### src/verilog/pswm_pkg.sv
// Purpose: Constants and types for the status word mode and masking block.
// Assumes: Status word bit n (bit 0 = MSB) sits at index 31-n of a 32-bit word.
// Notes: Function
// Function
// - Status word bit 12 selects basic or extended control format only.
// - No alternate character-set mode exists; conversion is software's job.
// - Basic format keeps the earlier low-storage layout of locations 0-127.
// - Control register 0 holds five external subclass mask bits.
// - External mask clear: no external interruption of any type is taken.
// - External mask set: a type is taken only with its subclass mask set.
// - Trap bit set: set-system-mask causes a program interruption, not executed.
// - Trap bit clear: set-system-mask executes normally.
// - Interruptions are taken only at instruction boundaries, never imprecise.
// - Extended format takes channel masks from control register 2.
// - Extended format stores length and interruption codes above address 127.
// - Extended status word has summary masks for I/O, external, event recording.
// - Status word bit 5 enables translation; it must be zero in entry assist; only status word bus writes force it off here, set-system-mask can set it.
// - Extended format also stores event data, I/O address, translation address; no translation address is stored here.
// - Low-storage locations 252 to 255 are never written.
// - Basic format also stores the access exception address.
// - Control registers are 32 bits wide.
// - Control registers are loaded only in supervisor state.
package pswm_pkg;
  // ==========================================================
  // Register map (byte addresses)
  localparam logic [4:0] A_PSW = 5'h00;
  localparam logic [4:0] A_CR0 = 5'h04;
  localparam logic [4:0] A_CR2 = 5'h08;
  localparam logic [4:0] A_STS = 5'h0C;
  localparam logic [4:0] A_MSK = 5'h10;
  localparam logic [4:0] A_MODE = 5'h14;
  localparam logic [4:0] A_PEND = 5'h18;
  localparam logic [31:0] RST_PSW = 32'h0000_0000;
  localparam logic [31:0] RST_CR = 32'h0000_0000;
  // ==========================================================
  // Status word bit indices
  localparam int P_EC = 31 - 12;
  localparam int P_DAT = 31 - 5;
  localparam int P_PER = 31 - 1;
  localparam int P_IO = 31 - 6;
  localparam int P_EXT = 31 - 7;
  localparam int P_PROB = 31 - 15;
  // ==========================================================
  // Control register 0 fields
  localparam int C0_SSM = 31 - 1;
  localparam int C0_SUB_LO = 31 - 26;
  localparam int N_SUB = 5;
  // ==========================================================
  // Status event bits
  localparam int E_EXT = 0;
  localparam int E_IO = 1;
  localparam int E_SSM = 2;
  localparam int E_PGM = 3;
  localparam int E_SVC = 4;
  localparam int E_PRIV = 5;
  localparam int E_SPEC = 6;
  localparam int N_EV = 7;
  // ==========================================================
  // Low-storage addresses
  localparam logic [8:0] LS_EXT_OLD = 9'h018;
  localparam logic [8:0] LS_SVC_OLD = 9'h020;
  localparam logic [8:0] LS_PGM_OLD = 9'h028;
  localparam logic [8:0] LS_IO_OLD = 9'h038;
  localparam logic [8:0] LS_EXT_CODE = 9'h084;
  localparam logic [8:0] LS_SVC_CODE = 9'h088;
  localparam logic [8:0] LS_PGM_CODE = 9'h08C;
  localparam logic [8:0] LS_EXC_ADDR = 9'h090;
  localparam logic [8:0] LS_PER_DATA = 9'h098;
  localparam logic [8:0] LS_IO_ADDR = 9'h0B8;
  localparam logic [8:0] LS_RSV_LO = 9'h0FC;
  localparam logic [8:0] LS_RSV_HI = 9'h0FF;
  localparam logic [15:0] PGM_SSM_CODE = 16'h0013;
  typedef enum logic [1:0] {CLS_EXT, CLS_SVC, CLS_PGM, CLS_IO} pswm_cls_t;
endpackage : pswm_pkg

### src/verilog/pswm_core.sv
// Purpose: Status word, control registers 0 and 2, masking and interruption take.
// Assumes: Avalon-MM slave, one wait cycle per access; microcode inputs are synchronous.
// Notes: Takes happen only on instr_boundary while low storage is idle.
//
// Design decisions made here: the Avalon-MM interface to the registers and the register offsets.
`timescale 1ns/1ns
module pswm_core import pswm_pkg::*; #(
  parameter int N_CHAN = 32
) (
  input wire logic clk,
  input wire logic rst,
  input wire logic [4:0] address,
  input wire logic read,
  input wire logic write,
  input wire logic [3:0] byteenable,
  input wire logic [31:0] writedata,
  output logic [31:0] readdata,
  output logic waitrequest,
  output logic irq,
  input wire logic instr_boundary,
  input wire logic ssm_attempt,
  input wire logic [7:0] ssm_mask,
  input wire logic prog_req,
  input wire logic [15:0] prog_code,
  input wire logic [31:0] exc_addr,
  input wire logic svc_req,
  input wire logic [15:0] svc_code,
  input wire logic [1:0] ilc,
  input wire logic [N_SUB-1:0] ext_src,
  input wire logic per_event,
  input wire logic [31:0] per_data,
  input wire logic io_req,
  input wire logic [4:0] io_chan,
  input wire logic [15:0] io_dev,
  output logic ssm_done,
  output logic take,
  output pswm_cls_t take_cls,
  output logic ec_mode,
  output logic dat_on,
  output logic ls_we,
  output logic [8:0] ls_addr,
  output logic [31:0] ls_data
);
  initial if (N_CHAN < 1 || N_CHAN > 32) $error("pswm_core: N_CHAN out of range");

  // ==========================================================
  // Bus slave
  // One wait cycle per access; ack drops for a cycle between accesses
  logic ack_ff;
  logic [31:0] rd_ff;
  logic acc;
  logic wr;
  logic [31:0] bm;
  assign waitrequest = (read | write) & ~ack_ff;
  assign acc = (read | write) & ack_ff;
  assign wr = acc & write;
  assign readdata = rd_ff;
  assign bm = {{8{byteenable[3]}}, {8{byteenable[2]}}, {8{byteenable[1]}}, {8{byteenable[0]}}};

  logic [31:0] psw_ff;
  logic [31:0] cr0_ff;
  logic [31:0] cr2_ff;
  logic [N_EV-1:0] sts_ff;
  logic [N_EV-1:0] msk_ff;
  logic eam_ff;
  logic [N_SUB-1:0] pend;
  logic [N_SUB-1:0] ext_rdy;

  always_ff @(posedge clk or posedge rst) begin
    if (rst) begin
      ack_ff <= 1'b0;
    end else begin
      ack_ff <= (read | write) & ~ack_ff;
    end
  end

  always_ff @(posedge clk or posedge rst) begin
    if (rst) begin
      rd_ff <= 32'h0000_0000;
    end else if (read && !ack_ff) begin
      // Captured in the wait cycle, stands through the ack cycle
      case (address)
        A_PSW: rd_ff <= psw_ff;
        A_CR0: rd_ff <= cr0_ff;
        A_CR2: rd_ff <= cr2_ff;
        A_STS: rd_ff <= 32'(sts_ff);
        A_MSK: rd_ff <= 32'(msk_ff);
        A_MODE: rd_ff <= {31'h0000_0000, eam_ff};
        A_PEND: rd_ff <= 32'(pend);
        default: rd_ff <= 32'h0000_0000;
      endcase
    end
  end

  // ==========================================================
  // Status word
  logic cr_wr;
  logic cr_refused;
  logic [31:0] psw_wv;
  logic spec_ev;
  logic ssm_ok;
  logic ssm_trap;
  assign psw_wv = (psw_ff & ~bm) | (writedata & bm);
  assign spec_ev = wr && address == A_PSW && eam_ff && psw_wv[P_DAT];
  assign cr_wr = wr && (address == A_CR0 || address == A_CR2);
  assign cr_refused = cr_wr && psw_ff[P_PROB];
  assign ssm_trap = ssm_attempt && cr0_ff[C0_SSM];
  assign ssm_ok = ssm_attempt && !cr0_ff[C0_SSM];

  // Bit 12 is a format selector only; no character-set mode exists
  assign ec_mode = psw_ff[P_EC];
  assign dat_on = psw_ff[P_DAT] & ec_mode;

  always_ff @(posedge clk or posedge rst) begin
    if (rst) begin
      psw_ff <= RST_PSW;
    end else if (wr && address == A_PSW) begin
      // Translation bit forced off in entry-assist mode
      psw_ff <= eam_ff ? (psw_wv & ~(32'h1 << P_DAT)) : psw_wv;
    end else if (ssm_ok) begin
      psw_ff[31:24] <= ssm_mask;
    end
  end

  always_ff @(posedge clk or posedge rst) begin
    if (rst) begin
      ssm_done <= 1'b0;
    end else begin
      // Executed mask update reported one cycle later
      ssm_done <= ssm_ok;
    end
  end

  // ==========================================================
  // Control registers
  always_ff @(posedge clk or posedge rst) begin
    if (rst) begin
      cr0_ff <= RST_CR;
      cr2_ff <= RST_CR;
    end else if (cr_wr && !cr_refused) begin
      // Problem state refuses the load; the refusal is flagged in status
      if (address == A_CR0) begin
        cr0_ff <= (cr0_ff & ~bm) | (writedata & bm);
      end else begin
        cr2_ff <= (cr2_ff & ~bm) | (writedata & bm);
      end
    end
  end

  always_ff @(posedge clk or posedge rst) begin
    if (rst) begin
      msk_ff <= '0;
      eam_ff <= 1'b0;
    end else if (wr && address == A_MSK) begin
      msk_ff <= writedata[N_EV-1:0];
    end else if (wr && address == A_MODE) begin
      eam_ff <= writedata[0];
    end
  end

  // ==========================================================
  // Masking
  logic io_en;
  logic per_en;
  logic ext_any;
  logic take_ext;
  // Pending externals wait for both summary and subclass masks
  pswm_ext_gate #(
    .N(N_SUB)
  ) u_ext (
    .clk(clk),
    .rst(rst),
    .src(ext_src),
    .summary_en(psw_ff[P_EXT]),
    .sub_en(cr0_ff[C0_SUB_LO +: N_SUB]),
    .take(take_ext),
    .pend(pend),
    .ready(ext_rdy)
  );
  assign ext_any = |ext_rdy;

  always_comb begin
    io_en = 1'b0;
    if (ec_mode) begin
      // Summary mask and per-channel mask in control register 2
      io_en = psw_ff[P_IO] && io_chan < N_CHAN && cr2_ff[31 - io_chan];
    end else if (io_chan < 5'd6) begin
      // Basic format: channels 0-5 own a mask bit, the rest share bit 6
      io_en = psw_ff[31 - io_chan];
    end else begin
      io_en = psw_ff[P_IO];
    end
  end
  assign per_en = ec_mode && psw_ff[P_PER] && per_event;

  // ==========================================================
  // Interruption take
  logic ls_busy;
  logic boundary_ok;
  logic take_pgm;
  logic take_svc;
  logic take_io;
  logic take_any;
  pswm_cls_t cls;
  logic [15:0] code;
  logic [31:0] aux;
  logic aux_vld;
  // Takes only at a boundary, and never while an aux word is still pending
  assign boundary_ok = instr_boundary && !ls_busy;
  assign take_pgm = boundary_ok && (ssm_trap || prog_req);
  assign take_svc = boundary_ok && !take_pgm && svc_req;
  assign take_ext = boundary_ok && !take_pgm && !svc_req && ext_any;
  assign take_io = boundary_ok && !take_pgm && !svc_req && !ext_any && io_req && io_en;
  // Fixed priority: program, supervisor call, external, then I/O
  assign take_any = take_pgm | take_svc | take_ext | take_io;

  always_comb begin
    cls = CLS_IO;
    code = io_dev;
    aux = 32'h0000_0000;
    aux_vld = 1'b0;
    if (take_pgm) begin
      cls = CLS_PGM;
      code = ssm_trap ? PGM_SSM_CODE : prog_code;
      aux = exc_addr;
      aux_vld = !ssm_trap;
    end else if (take_svc) begin
      cls = CLS_SVC;
      code = svc_code;
    end else if (take_ext) begin
      cls = CLS_EXT;
      code = 16'(ext_rdy & ~(ext_rdy - 1'b1));
      aux = per_data;
      aux_vld = per_en;
    end else begin
      cls = CLS_IO;
      code = io_dev;
      aux = per_data;
      aux_vld = per_en;
    end
  end

  always_ff @(posedge clk or posedge rst) begin
    if (rst) begin
      take <= 1'b0;
      take_cls <= CLS_EXT;
    end else begin
      take <= take_any;
      take_cls <= cls;
    end
  end

  pswm_lowstore u_ls (
    .clk(clk),
    .rst(rst),
    .start(take_any),
    .ec(ec_mode),
    .cls(cls),
    .code(code),
    .ilc(ilc),
    .aux(aux),
    .aux_vld(aux_vld),
    .busy(ls_busy),
    .ls_we(ls_we),
    .ls_addr(ls_addr),
    .ls_data(ls_data)
  );

  // ==========================================================
  // Sticky events and interrupt
  // Every take or refusal latches a sticky status bit
  logic [N_EV-1:0] ev;
  always_comb begin
    ev = '0;
    ev[E_EXT] = take_ext;
    ev[E_IO] = take_io;
    ev[E_SSM] = take_pgm && ssm_trap;
    ev[E_PGM] = take_pgm;
    ev[E_SVC] = take_svc;
    ev[E_PRIV] = cr_refused;
    ev[E_SPEC] = spec_ev;
  end

  always_ff @(posedge clk or posedge rst) begin
    if (rst) begin
      sts_ff <= '0;
    end else if (wr && address == A_STS) begin
      // Set wins over a write-one-to-clear in the same cycle
      sts_ff <= (sts_ff & ~writedata[N_EV-1:0]) | ev;
    end else begin
      sts_ff <= sts_ff | ev;
    end
  end
  assign irq = |(sts_ff & msk_ff);

  // ==========================================================
  // Checks: masking and take
  ext_off_a: assert property (@(posedge clk) disable iff (rst)
    !psw_ff[P_EXT] |-> !take_ext) else $error("external taken while masked");
  ext_sub_a: assert property (@(posedge clk) disable iff (rst)
    take_ext |-> |(pend & cr0_ff[C0_SUB_LO +: N_SUB])) else $error("subclass mask ignored");
  pend_hold_a: assert property (@(posedge clk) disable iff (rst)
    !take_ext |=> (pend & $past(pend)) == $past(pend))
    else $error("pending external dropped");
  ssm_trap_a: assert property (@(posedge clk) disable iff (rst)
    ssm_attempt && cr0_ff[C0_SSM] |=> !ssm_done && $stable(psw_ff[31:24]))
    else $error("trapped mask update executed");
  ssm_take_a: assert property (@(posedge clk) disable iff (rst)
    take_pgm && ssm_trap |=> take && take_cls == CLS_PGM && sts_ff[E_SSM])
    else $error("mask update trap not taken");
  ssm_exec_a: assert property (@(posedge clk) disable iff (rst)
    ssm_ok && !(wr && address == A_PSW) |=> ssm_done && psw_ff[31:24] == $past(ssm_mask))
    else $error("mask update not executed");
  take_bound_a: assert property (@(posedge clk) disable iff (rst)
    take |-> $past(instr_boundary)) else $error("take off a boundary");
  busy_block_a: assert property (@(posedge clk) disable iff (rst)
    ls_busy |=> !take)
    else $error("take while low storage busy");
  io_chan_a: assert property (@(posedge clk) disable iff (rst)
    take_io && ec_mode |-> cr2_ff[31 - io_chan] && psw_ff[P_IO]) else $error("channel mask ignored");
  dat_zero_a: assert property (@(posedge clk) disable iff (rst)
    eam_ff && wr && address == A_PSW |=> !psw_ff[P_DAT]) else $error("translation set in entry assist");
  cr_priv_a: assert property (@(posedge clk) disable iff (rst)
    cr_refused |=> $stable(cr0_ff) && $stable(cr2_ff) && sts_ff[E_PRIV]) else $error("control register loaded");
  sts_set_a: assert property (@(posedge clk) disable iff (rst)
    ev[E_EXT] |=> sts_ff[E_EXT]) else $error("event lost");

  // ==========================================================
  // Checks: low storage
  bc_code_a: assert property (@(posedge clk) disable iff (rst)
    take_svc && !ec_mode |=> ls_we && ls_addr == LS_SVC_OLD)
    else $error("old layout not kept");
  ec_code_a: assert property (@(posedge clk) disable iff (rst)
    take_svc && ec_mode |=> ls_we && ls_addr == LS_SVC_CODE) else $error("code not in low storage");
  ext_code_a: assert property (@(posedge clk) disable iff (rst)
    take_ext && ec_mode |=> ls_we && ls_addr == LS_EXT_CODE)
    else $error("external code not in low storage");
  io_addr_a: assert property (@(posedge clk) disable iff (rst)
    take_io && ec_mode |=> ls_we && ls_addr == LS_IO_ADDR)
    else $error("device address not in low storage");
  per_store_a: assert property (@(posedge clk) disable iff (rst)
    take_io && ec_mode && psw_ff[P_PER] && per_event |=> ##1 ls_we && ls_addr == LS_PER_DATA)
    else $error("event recording data not stored");
  exc_addr_a: assert property (@(posedge clk) disable iff (rst)
    take_pgm && !ssm_trap && !ec_mode |=> ##1 ls_we && ls_addr == LS_EXC_ADDR)
    else $error("access address not stored");
endmodule : pswm_core

### src/verilog/pswm_ext_gate.sv
// Purpose: Holds external requests pending and gates them by both mask levels.
// Assumes: Sources are level or pulse; a pending bit clears only when taken.
// Notes: Set wins over the take clear.
`timescale 1ns/1ns
module pswm_ext_gate import pswm_pkg::*; #(
  parameter int N = N_SUB
) (
  input wire logic clk,
  input wire logic rst,
  input wire logic [N-1:0] src,
  input wire logic summary_en,
  input wire logic [N-1:0] sub_en,
  input wire logic take,
  output logic [N-1:0] pend,
  output logic [N-1:0] ready
);
  initial if (N < 1 || N > 8) $error("pswm_ext_gate: N out of range");
  logic [N-1:0] pend_ff;
  logic [N-1:0] pick;
  assign pend = pend_ff;
  assign pick = ready & ~(ready - 1'b1);
  genvar i;
  generate
    for (i = 0; i < N; i++) begin : g_sub
      // Summary and subclass both required
      assign ready[i] = pend_ff[i] & summary_en & sub_en[i];
      always_ff @(posedge clk or posedge rst) begin
        if (rst) begin
          pend_ff[i] <= 1'b0;
        end else if (src[i]) begin
          pend_ff[i] <= 1'b1;
        end else if (take && pick[i]) begin
          pend_ff[i] <= 1'b0;
        end
      end
    end
  endgenerate
  ext_pending_a: assert property (@(posedge clk) disable iff (rst)
    |src |=> (pend_ff & $past(src)) == $past(src)) else $error("external request lost");
endmodule : pswm_ext_gate

### src/verilog/pswm_lowstore.sv
// Purpose: Writes interruption codes and addresses into fixed low storage.
// Assumes: One word per cycle; start is accepted only while idle.
// Notes: Extended format uses fields above 127; basic uses the old status words.
`timescale 1ns/1ns
module pswm_lowstore import pswm_pkg::*; (
  input wire logic clk,
  input wire logic rst,
  input wire logic start,
  input wire logic ec,
  input wire pswm_cls_t cls,
  input wire logic [15:0] code,
  input wire logic [1:0] ilc,
  input wire logic [31:0] aux,
  input wire logic aux_vld,
  output logic busy,
  output logic ls_we,
  output logic [8:0] ls_addr,
  output logic [31:0] ls_data
);
  logic [8:0] aux_addr_ff;
  logic [31:0] aux_ff;
  logic aux_pend_ff;
  logic [8:0] code_a;
  logic [8:0] aux_a;
  assign busy = aux_pend_ff;
  always_comb begin
    code_a = LS_EXT_OLD;
    aux_a = LS_EXC_ADDR;
    case (cls)
      CLS_EXT: code_a = ec ? LS_EXT_CODE : LS_EXT_OLD;
      CLS_SVC: code_a = ec ? LS_SVC_CODE : LS_SVC_OLD;
      CLS_PGM: code_a = ec ? LS_PGM_CODE : LS_PGM_OLD;
      CLS_IO: begin
        code_a = ec ? LS_IO_ADDR : LS_IO_OLD;
      end
      default: code_a = LS_EXT_OLD;
    endcase
    if (cls == CLS_PGM) begin
      aux_a = LS_EXC_ADDR;
    end else begin
      aux_a = LS_PER_DATA;
    end
  end
  always_ff @(posedge clk or posedge rst) begin
    if (rst) begin
      ls_we <= 1'b0;
      ls_addr <= 9'h000;
      ls_data <= 32'h0000_0000;
    end else if (start && !aux_pend_ff) begin
      ls_we <= 1'b1;
      ls_addr <= code_a;
      ls_data <= {14'h0000, ilc, code};
    end else if (aux_pend_ff) begin
      ls_we <= 1'b1;
      ls_addr <= aux_addr_ff;
      ls_data <= aux_ff;
    end else begin
      ls_we <= 1'b0;
    end
  end
  always_ff @(posedge clk or posedge rst) begin
    if (rst) begin
      aux_pend_ff <= 1'b0;
      aux_addr_ff <= 9'h000;
      aux_ff <= 32'h0000_0000;
    end else if (start && !aux_pend_ff) begin
      // Event data only exists in extended format; access address in both
      aux_pend_ff <= aux_vld && (ec || cls == CLS_PGM);
      aux_addr_ff <= aux_a;
      aux_ff <= aux;
    end else begin
      aux_pend_ff <= 1'b0;
    end
  end
  no_reserved_a: assert property (@(posedge clk) disable iff (rst)
    ls_we |-> !(ls_addr >= LS_RSV_LO && ls_addr <= LS_RSV_HI))
    else $error("reserved low storage written");
endmodule : pswm_lowstore

### config.mk
export PLATFORM = sky130hd
export DESIGN_NAME = pswm_core
export DESIGN_NICKNAME = d
export VERILOG_FILES = /design/src/verilog/pswm_pkg.sv /design/src/verilog/pswm_core.sv /design/src/verilog/pswm_ext_gate.sv /design/src/verilog/pswm_lowstore.sv
export SDC_FILE = /design/constraint.sdc
export NUM_CORES = 1
export LEC_CHECK = 0
export BUFFER_PORTS_ARGS = -buffer_cell sky130_fd_sc_hd__buf_2
export CAP_MARGIN = 5
export CELL_PAD_IN_SITES_DETAIL_PLACEMENT = 1
export CELL_PAD_IN_SITES_GLOBAL_PLACEMENT = 2
export CORE_ASPECT_RATIO = 1.2
export CORE_UTILIZATION = 34
export DETAILED_ROUTE_END_ITERATION = 8
export PLACE_DENSITY = 0.89
export SLEW_MARGIN = 0
export SYNTH_ARGS = -nofsm -noshare
export SYNTH_HDL_FRONTEND = slang
export SYNTH_SLANG_ARGS = --single-unit
### constraint.sdc
create_clock -name clk -period 8.3 [get_ports clk]
set_input_delay 0.415 -clock clk [delete_from_list [all_inputs] [get_ports clk]]
set_output_delay 0.415 -clock clk [all_outputs]
set_load 0.01 [all_outputs]
; ---- Word-level counts from Yosys, hierarchy flattened
; Index checks and enable logic that the tools add are counted.
[op_classes]
addsub = 3
multipliers = 0
div = 0
magnitude_cmp = 2
n_eq_ne = 9
n_shift = 0
mux = 45
n_bitwise = 38
n_reduce_logical = 57
[op_table]
columns = cell, n
row1 = $pmux W32 S7, 1
row2 = $and A32 B32 Y32, 4
row3 = $mux W32, 4
row4 = $or A32 B32 Y32, 3
row5 = $mux W16, 4
row6 = $mux W8, 6
row7 = $pmux W9 S4, 1
row8 = $logic_and A1 B1 Y1, 32
row9 = $lt A32 B6 Y1 const B, 1
row10 = $not A32 Y32, 1
row11 = $mux W27, 1
row12 = $mux W1, 19
row13 = $mux W9, 2
row14 = $and A5 B16 Y16, 1
row15 = $not A16 Y16, 1
row16 = $eq A5 B5 Y1 const B, 3
row17 = $and A1 B1 Y1, 14
row18 = $and A7 B7 Y7, 2
row19 = $or A7 B7 Y7, 2
row20 = $reduce_bool A2 Y1, 7
row21 = $bmux W1 S5, 2
row22 = $eq A5 B4 Y1 const B, 2
row23 = $logic_not A1 Y1, 8
row24 = $mux W7, 1
row25 = 20 further kinds, 32
[totals]
regBits = 237
latchBits = 0
mem_bits_rw = 0
romBits = 0
input_bits = 183
word_cells = 177
memories = 0

; ---- Depth between registers and ports, before layout
[logic_depth]
word_depth = 14
mapped_depth = 11

; ---- Modules after synthesis
; Synthesis repeated with hierarchy kept, for this count alone.
[unflattened]
hier_cells = 964
area_unflattened_um2 = 10824.1
[by_module_without_submodules]
columns = mod, instances, cells_each, area_per_inst_um2, seq_area_each_um2
row1 = pswm_core, 1, 714, 7509.7, 3703.6
row2 = pswm_lowstore, 1, 222, 3051.7, 1826.8
row3 = pswm_ext_gate, 1, 28, 262.8, 125.1

; ---- Least setup slack after synthesis
; Ideal clock, no wire load.
[synth_path]
path_type = input -> register
from = input port io_chan[2]
to = register u_ls.ls_data[11]
setup_time_ps = 139
arrival_time_ps = 2301
required_ps = 8161
slack_ps = 5860
stages = 10
path_buffers = 4
cell_sequence = buf_2 buf_2 a2111oi_1 a2111oi_0 nor4_2 a21oi_2 buf_6 buf_6 a222oi_1 a22oi_1
[synth_between]
elab_chain_cells = 9
[synth_rtl]
columns = item, line_no
row1 = start: declaration, pswm_core.sv:33  ; input wire logic [4:0] io_chan,
row2 = $sub A5 B5 Y6, "pswm_core.sv:186, pswm_core.sv:189"
row3 = $bmux W1 S5 (on tied branches), "pswm_core.sv:189, pswm_core.sv:186"
row4 = $mux W1 (on tied branches), "pswm_core.sv:189, pswm_core.sv:186"
row5 = $mux W1 / $logic_and A1 B1 Y1 (equally long branches), "pswm_core.sv:187, pswm_core.sv:186"
row6 = $mux W1 (*), pswm_core.sv:184  ; if (ec_mode) begin
row7 = $logic_and A1 B1 Y1 (*), pswm_core.sv:213  ; assign take_io = boundary_ok && !take_pgm && !svc_req && !ext_any && io_req && io_en;
row8 = $or A1 B1 Y1 (*), pswm_core.sv:215  ; assign take_any = take_pgm | take_svc | take_ext | take_io;
row9 = $logic_and A1 B1 Y1 (*), pswm_lowstore.sv:49  ; end else if (start && !aux_pend_ff) begin
row10 = $mux W32 / $reduce_bool A2 Y1 (equally long branches), -
row11 = end signal: assignment, pswm_lowstore.sv:52  ; ls_data <= {14'h0000, ilc, code};
row12 = end signal: assignment, pswm_lowstore.sv:56  ; ls_data <= aux_ff;
row13 = end: declaration, pswm_lowstore.sv:18  ; output logic [31:0] ls_data
; Every way passes the cells marked *; elsewhere a longest branch is shown, timed or not. The select of a mux whose other input is x is not followed.
; A chain may end at the register's enable or synchronous reset.

==> out/results.tsv <==
metric	value	unit
numCtsBuffers	25	
r2r_setup_slack	4.46	ns
synth_edf_count	0	
io_buffers	260	
synth_xor_area_frac	0	
start_kind	flop	
final_core_util	0.4246	
grt_usage	0.2268	
synth.area.mux_share	0.1401	
die_area	31870	µm²
crit_end	u_ls.aux_ff[26]$_DFFE_PP0P_	
timing.hold.ws	0.00009337	ns
hold_path_class	input port to async pin	
syn_inst	991	
ys_warn_count	0	
layout.cells.non_filler	1634	
final_area	12980	µm²
min_period_over_period	0.4632	
setup_slack	4.456	ns
yosys.area_share.adder	0	
r2r_cells	7	
gp_congestion	0.8445	
grt_overflow_total	0	
ys_types	61	
hold_viol_final	0	
syn_to_final_growth	22.51	%
crit_path_max_incr_delay	0.81	ns
timing.fmax	260.1	MHz
coreArea	30570	µm²
antenna_found_initial	7	
ctsResizeCount	0	
status	finished clean	
cts_max_level	1	
grt_pass1_wl	56320	µm
setup_viol	0	
p_per_area	216.2	nW/µm²
cp_data_arrival_time	4.18	ns
cts-hold-fix-buffers	0	
ys_seq_elements	226	
dp_hpwl	25710	µm
dpl_cell_area	12200	µm²
ant_nets	0	
tns	0	ns
p_total	2.807	mW
yosys.area_share.simple	0.1304	
post-synth-top-count-cell	dfrtp_1	
synth_common_cells	dfrtp_1 (226), nand2_1 (156), mux2_2 (97), clkbuf_1 (47), o21ai_0 (47)	
ys.flop_type	dfrtp_1	
fin_nets	1402	
report.final.slew_viol_count	0	
grt_max_degree	100	
vias_per_cell	5.520	
pre_cts_slack	4.379	ns
synth_compound_area_frac	0.1514	
drc	0	
drt_first_pass_iters	8	
synth_area_leaders	dfrtp_1 (53%), mux2_2 (10%), nand2_1 (5.5%)	
die_y	195.4	µm
post-route-min-period	3.844	ns
async_flop_share	1.000	
place_inst	1588	
critical_path_class	flop to flop	
r2r-end	u_ls.aux_ff[26]$_DFFE_PP0P_	
vdd_drop_max	0.1334	mV
drv_cap	0	
endpoint_kind	flop	
ys_seq_area_frac	0.5338	
crit_fanout	53	
fin_skew	0.01683	ns
routedWlPerCell	22.15	µm
cts.path.max_buffers	3	
rsz0062_at_grt	no	
cts_tree	built	
dieWidth	163.1	µm
io_pins	265	
path_common_cell	nand3_2	
cp_cell_sequence	a21oi_1 -> nand3_2 -> nand3_2 -> buf_4 -> nor2_4 -> inv_2 -> a31oi_1	
first_iter_violations	744	
grt_pass1_vias	9474	
avgSynthCellArea	10.69	µm²
cts_sinks	226	
drive_gt1_frac	0.3479	
worst_slew_pin_slew	1.185	ns
fillers	3458	
cts_root_buffer	clkbuf_16	
num_rows	70	
clock_latency	0.52	ns
via_count	9019	
syn_area	10600	µm²
routed_wl	36190	µm
synth_top_family_by_area	compound AO/OA/AOI/OAI gates	
critical_path_required	8.64	ns
yosys.area.top_type	dfrtp_1	
slew_headroom	0.2098	
leakage	6.227	nW
post_cts_buffers	0	
clk_pin_slew	0.06	ns
cp_slowest_cell	nand3_2	
synth_top_area_frac	0.5338	
start_util	0.3466	
-- per-layer routing --
| metal | global-route usage | share of wire |
|---|---|---|
| met1 | 0.2982 | 0.42 |
| met2 | 0.3812 | 0.49 |
| met3 | 0.04397 | 0.066 |
| met4 | 0.05434 | 0.020 |
| met5 | 0 | 0.0012 |
-- cell type report --
type                       count  area (µm²)  area share
sequential                   226        5655      0.4357
multi-input combinational    660        4522      0.3484
timing repair buffer         271        1384      0.1066
clock buffer                  32       681.9     0.05254
tap                          396       495.5     0.03817
inverter                      35       138.9     0.01070
clock inverter                12       97.59    0.007519
antenna                        2       5.005   0.0003856
-- layout by cell type (no fill, tap or decap), types with 11 or more instances in the layout --
| cell type | n |
|---|---|
| a211o_1 | 12 |
| a21oi_1 | 12 |
| a222oi_1 | 35 |
| a22oi_1 | 16 |
| a31oi_1 | 35 |
| buf_2 | 260 |
| buf_4 | 11 |
| clkbuf_16 | 25 |
| dfrtp_1 | 226 |
| inv_1 | 32 |
| mux2_2 | 97 |
| mux2i_1 | 23 |
| nand2_1 | 156 |
| nand3_1 | 44 |
| nor2_1 | 25 |
| nor3_1 | 37 |
| o21ai_0 | 47 |
| o21ai_1 | 16 |
-- worst min path at each step --
| stage | endpoint | depth (start not counted) |
|---|---|---|
| 6_report | async pin | 2 |
| 5_1_grt | u_ext.pend[0]$_DFFE_PP0P_ | 2 |
| 4_1_cts | sts_ff[2]$_DFF_PP0_ | 2 |
| 3_5_place_dp | u_ls.aux_addr_ff[4]$_DFFE_PP0P_ | 1 |
| 3_3_place_gp | u_ls.aux_addr_ff[4]$_DFFE_PP0P_ | 1 |
| 2_1_floorplan | u_ls.aux_addr_ff[4]$_DFFE_PP0P_ | 1 |
-- cell families (layout without fill, tap and decap cells) --
group,count (synthesis),after routing
compound gates,224,224
buf+inv,108,350
flops,226,226
mux,128,128
other cells,1,6
simple gates,304,304
-- worst max-delay path, delay by kind of cell, from the launching register on --
family,cells,cell delay (ns)
buffers and inverters,2,1.22
DFF,1,0.48
AOI/OAI and AO/OA,2,0.70
and+or+nand+nor,3,1.23
-- power breakdown --
part           total, mW  internal [mW]  switching, mW
registers           1.31           1.22         0.0912
clock network       1.08          0.612          0.465
logic              0.419          0.180          0.239
total               2.81           2.01          0.795
Note: power is estimated with default switching activity, not from simulation.
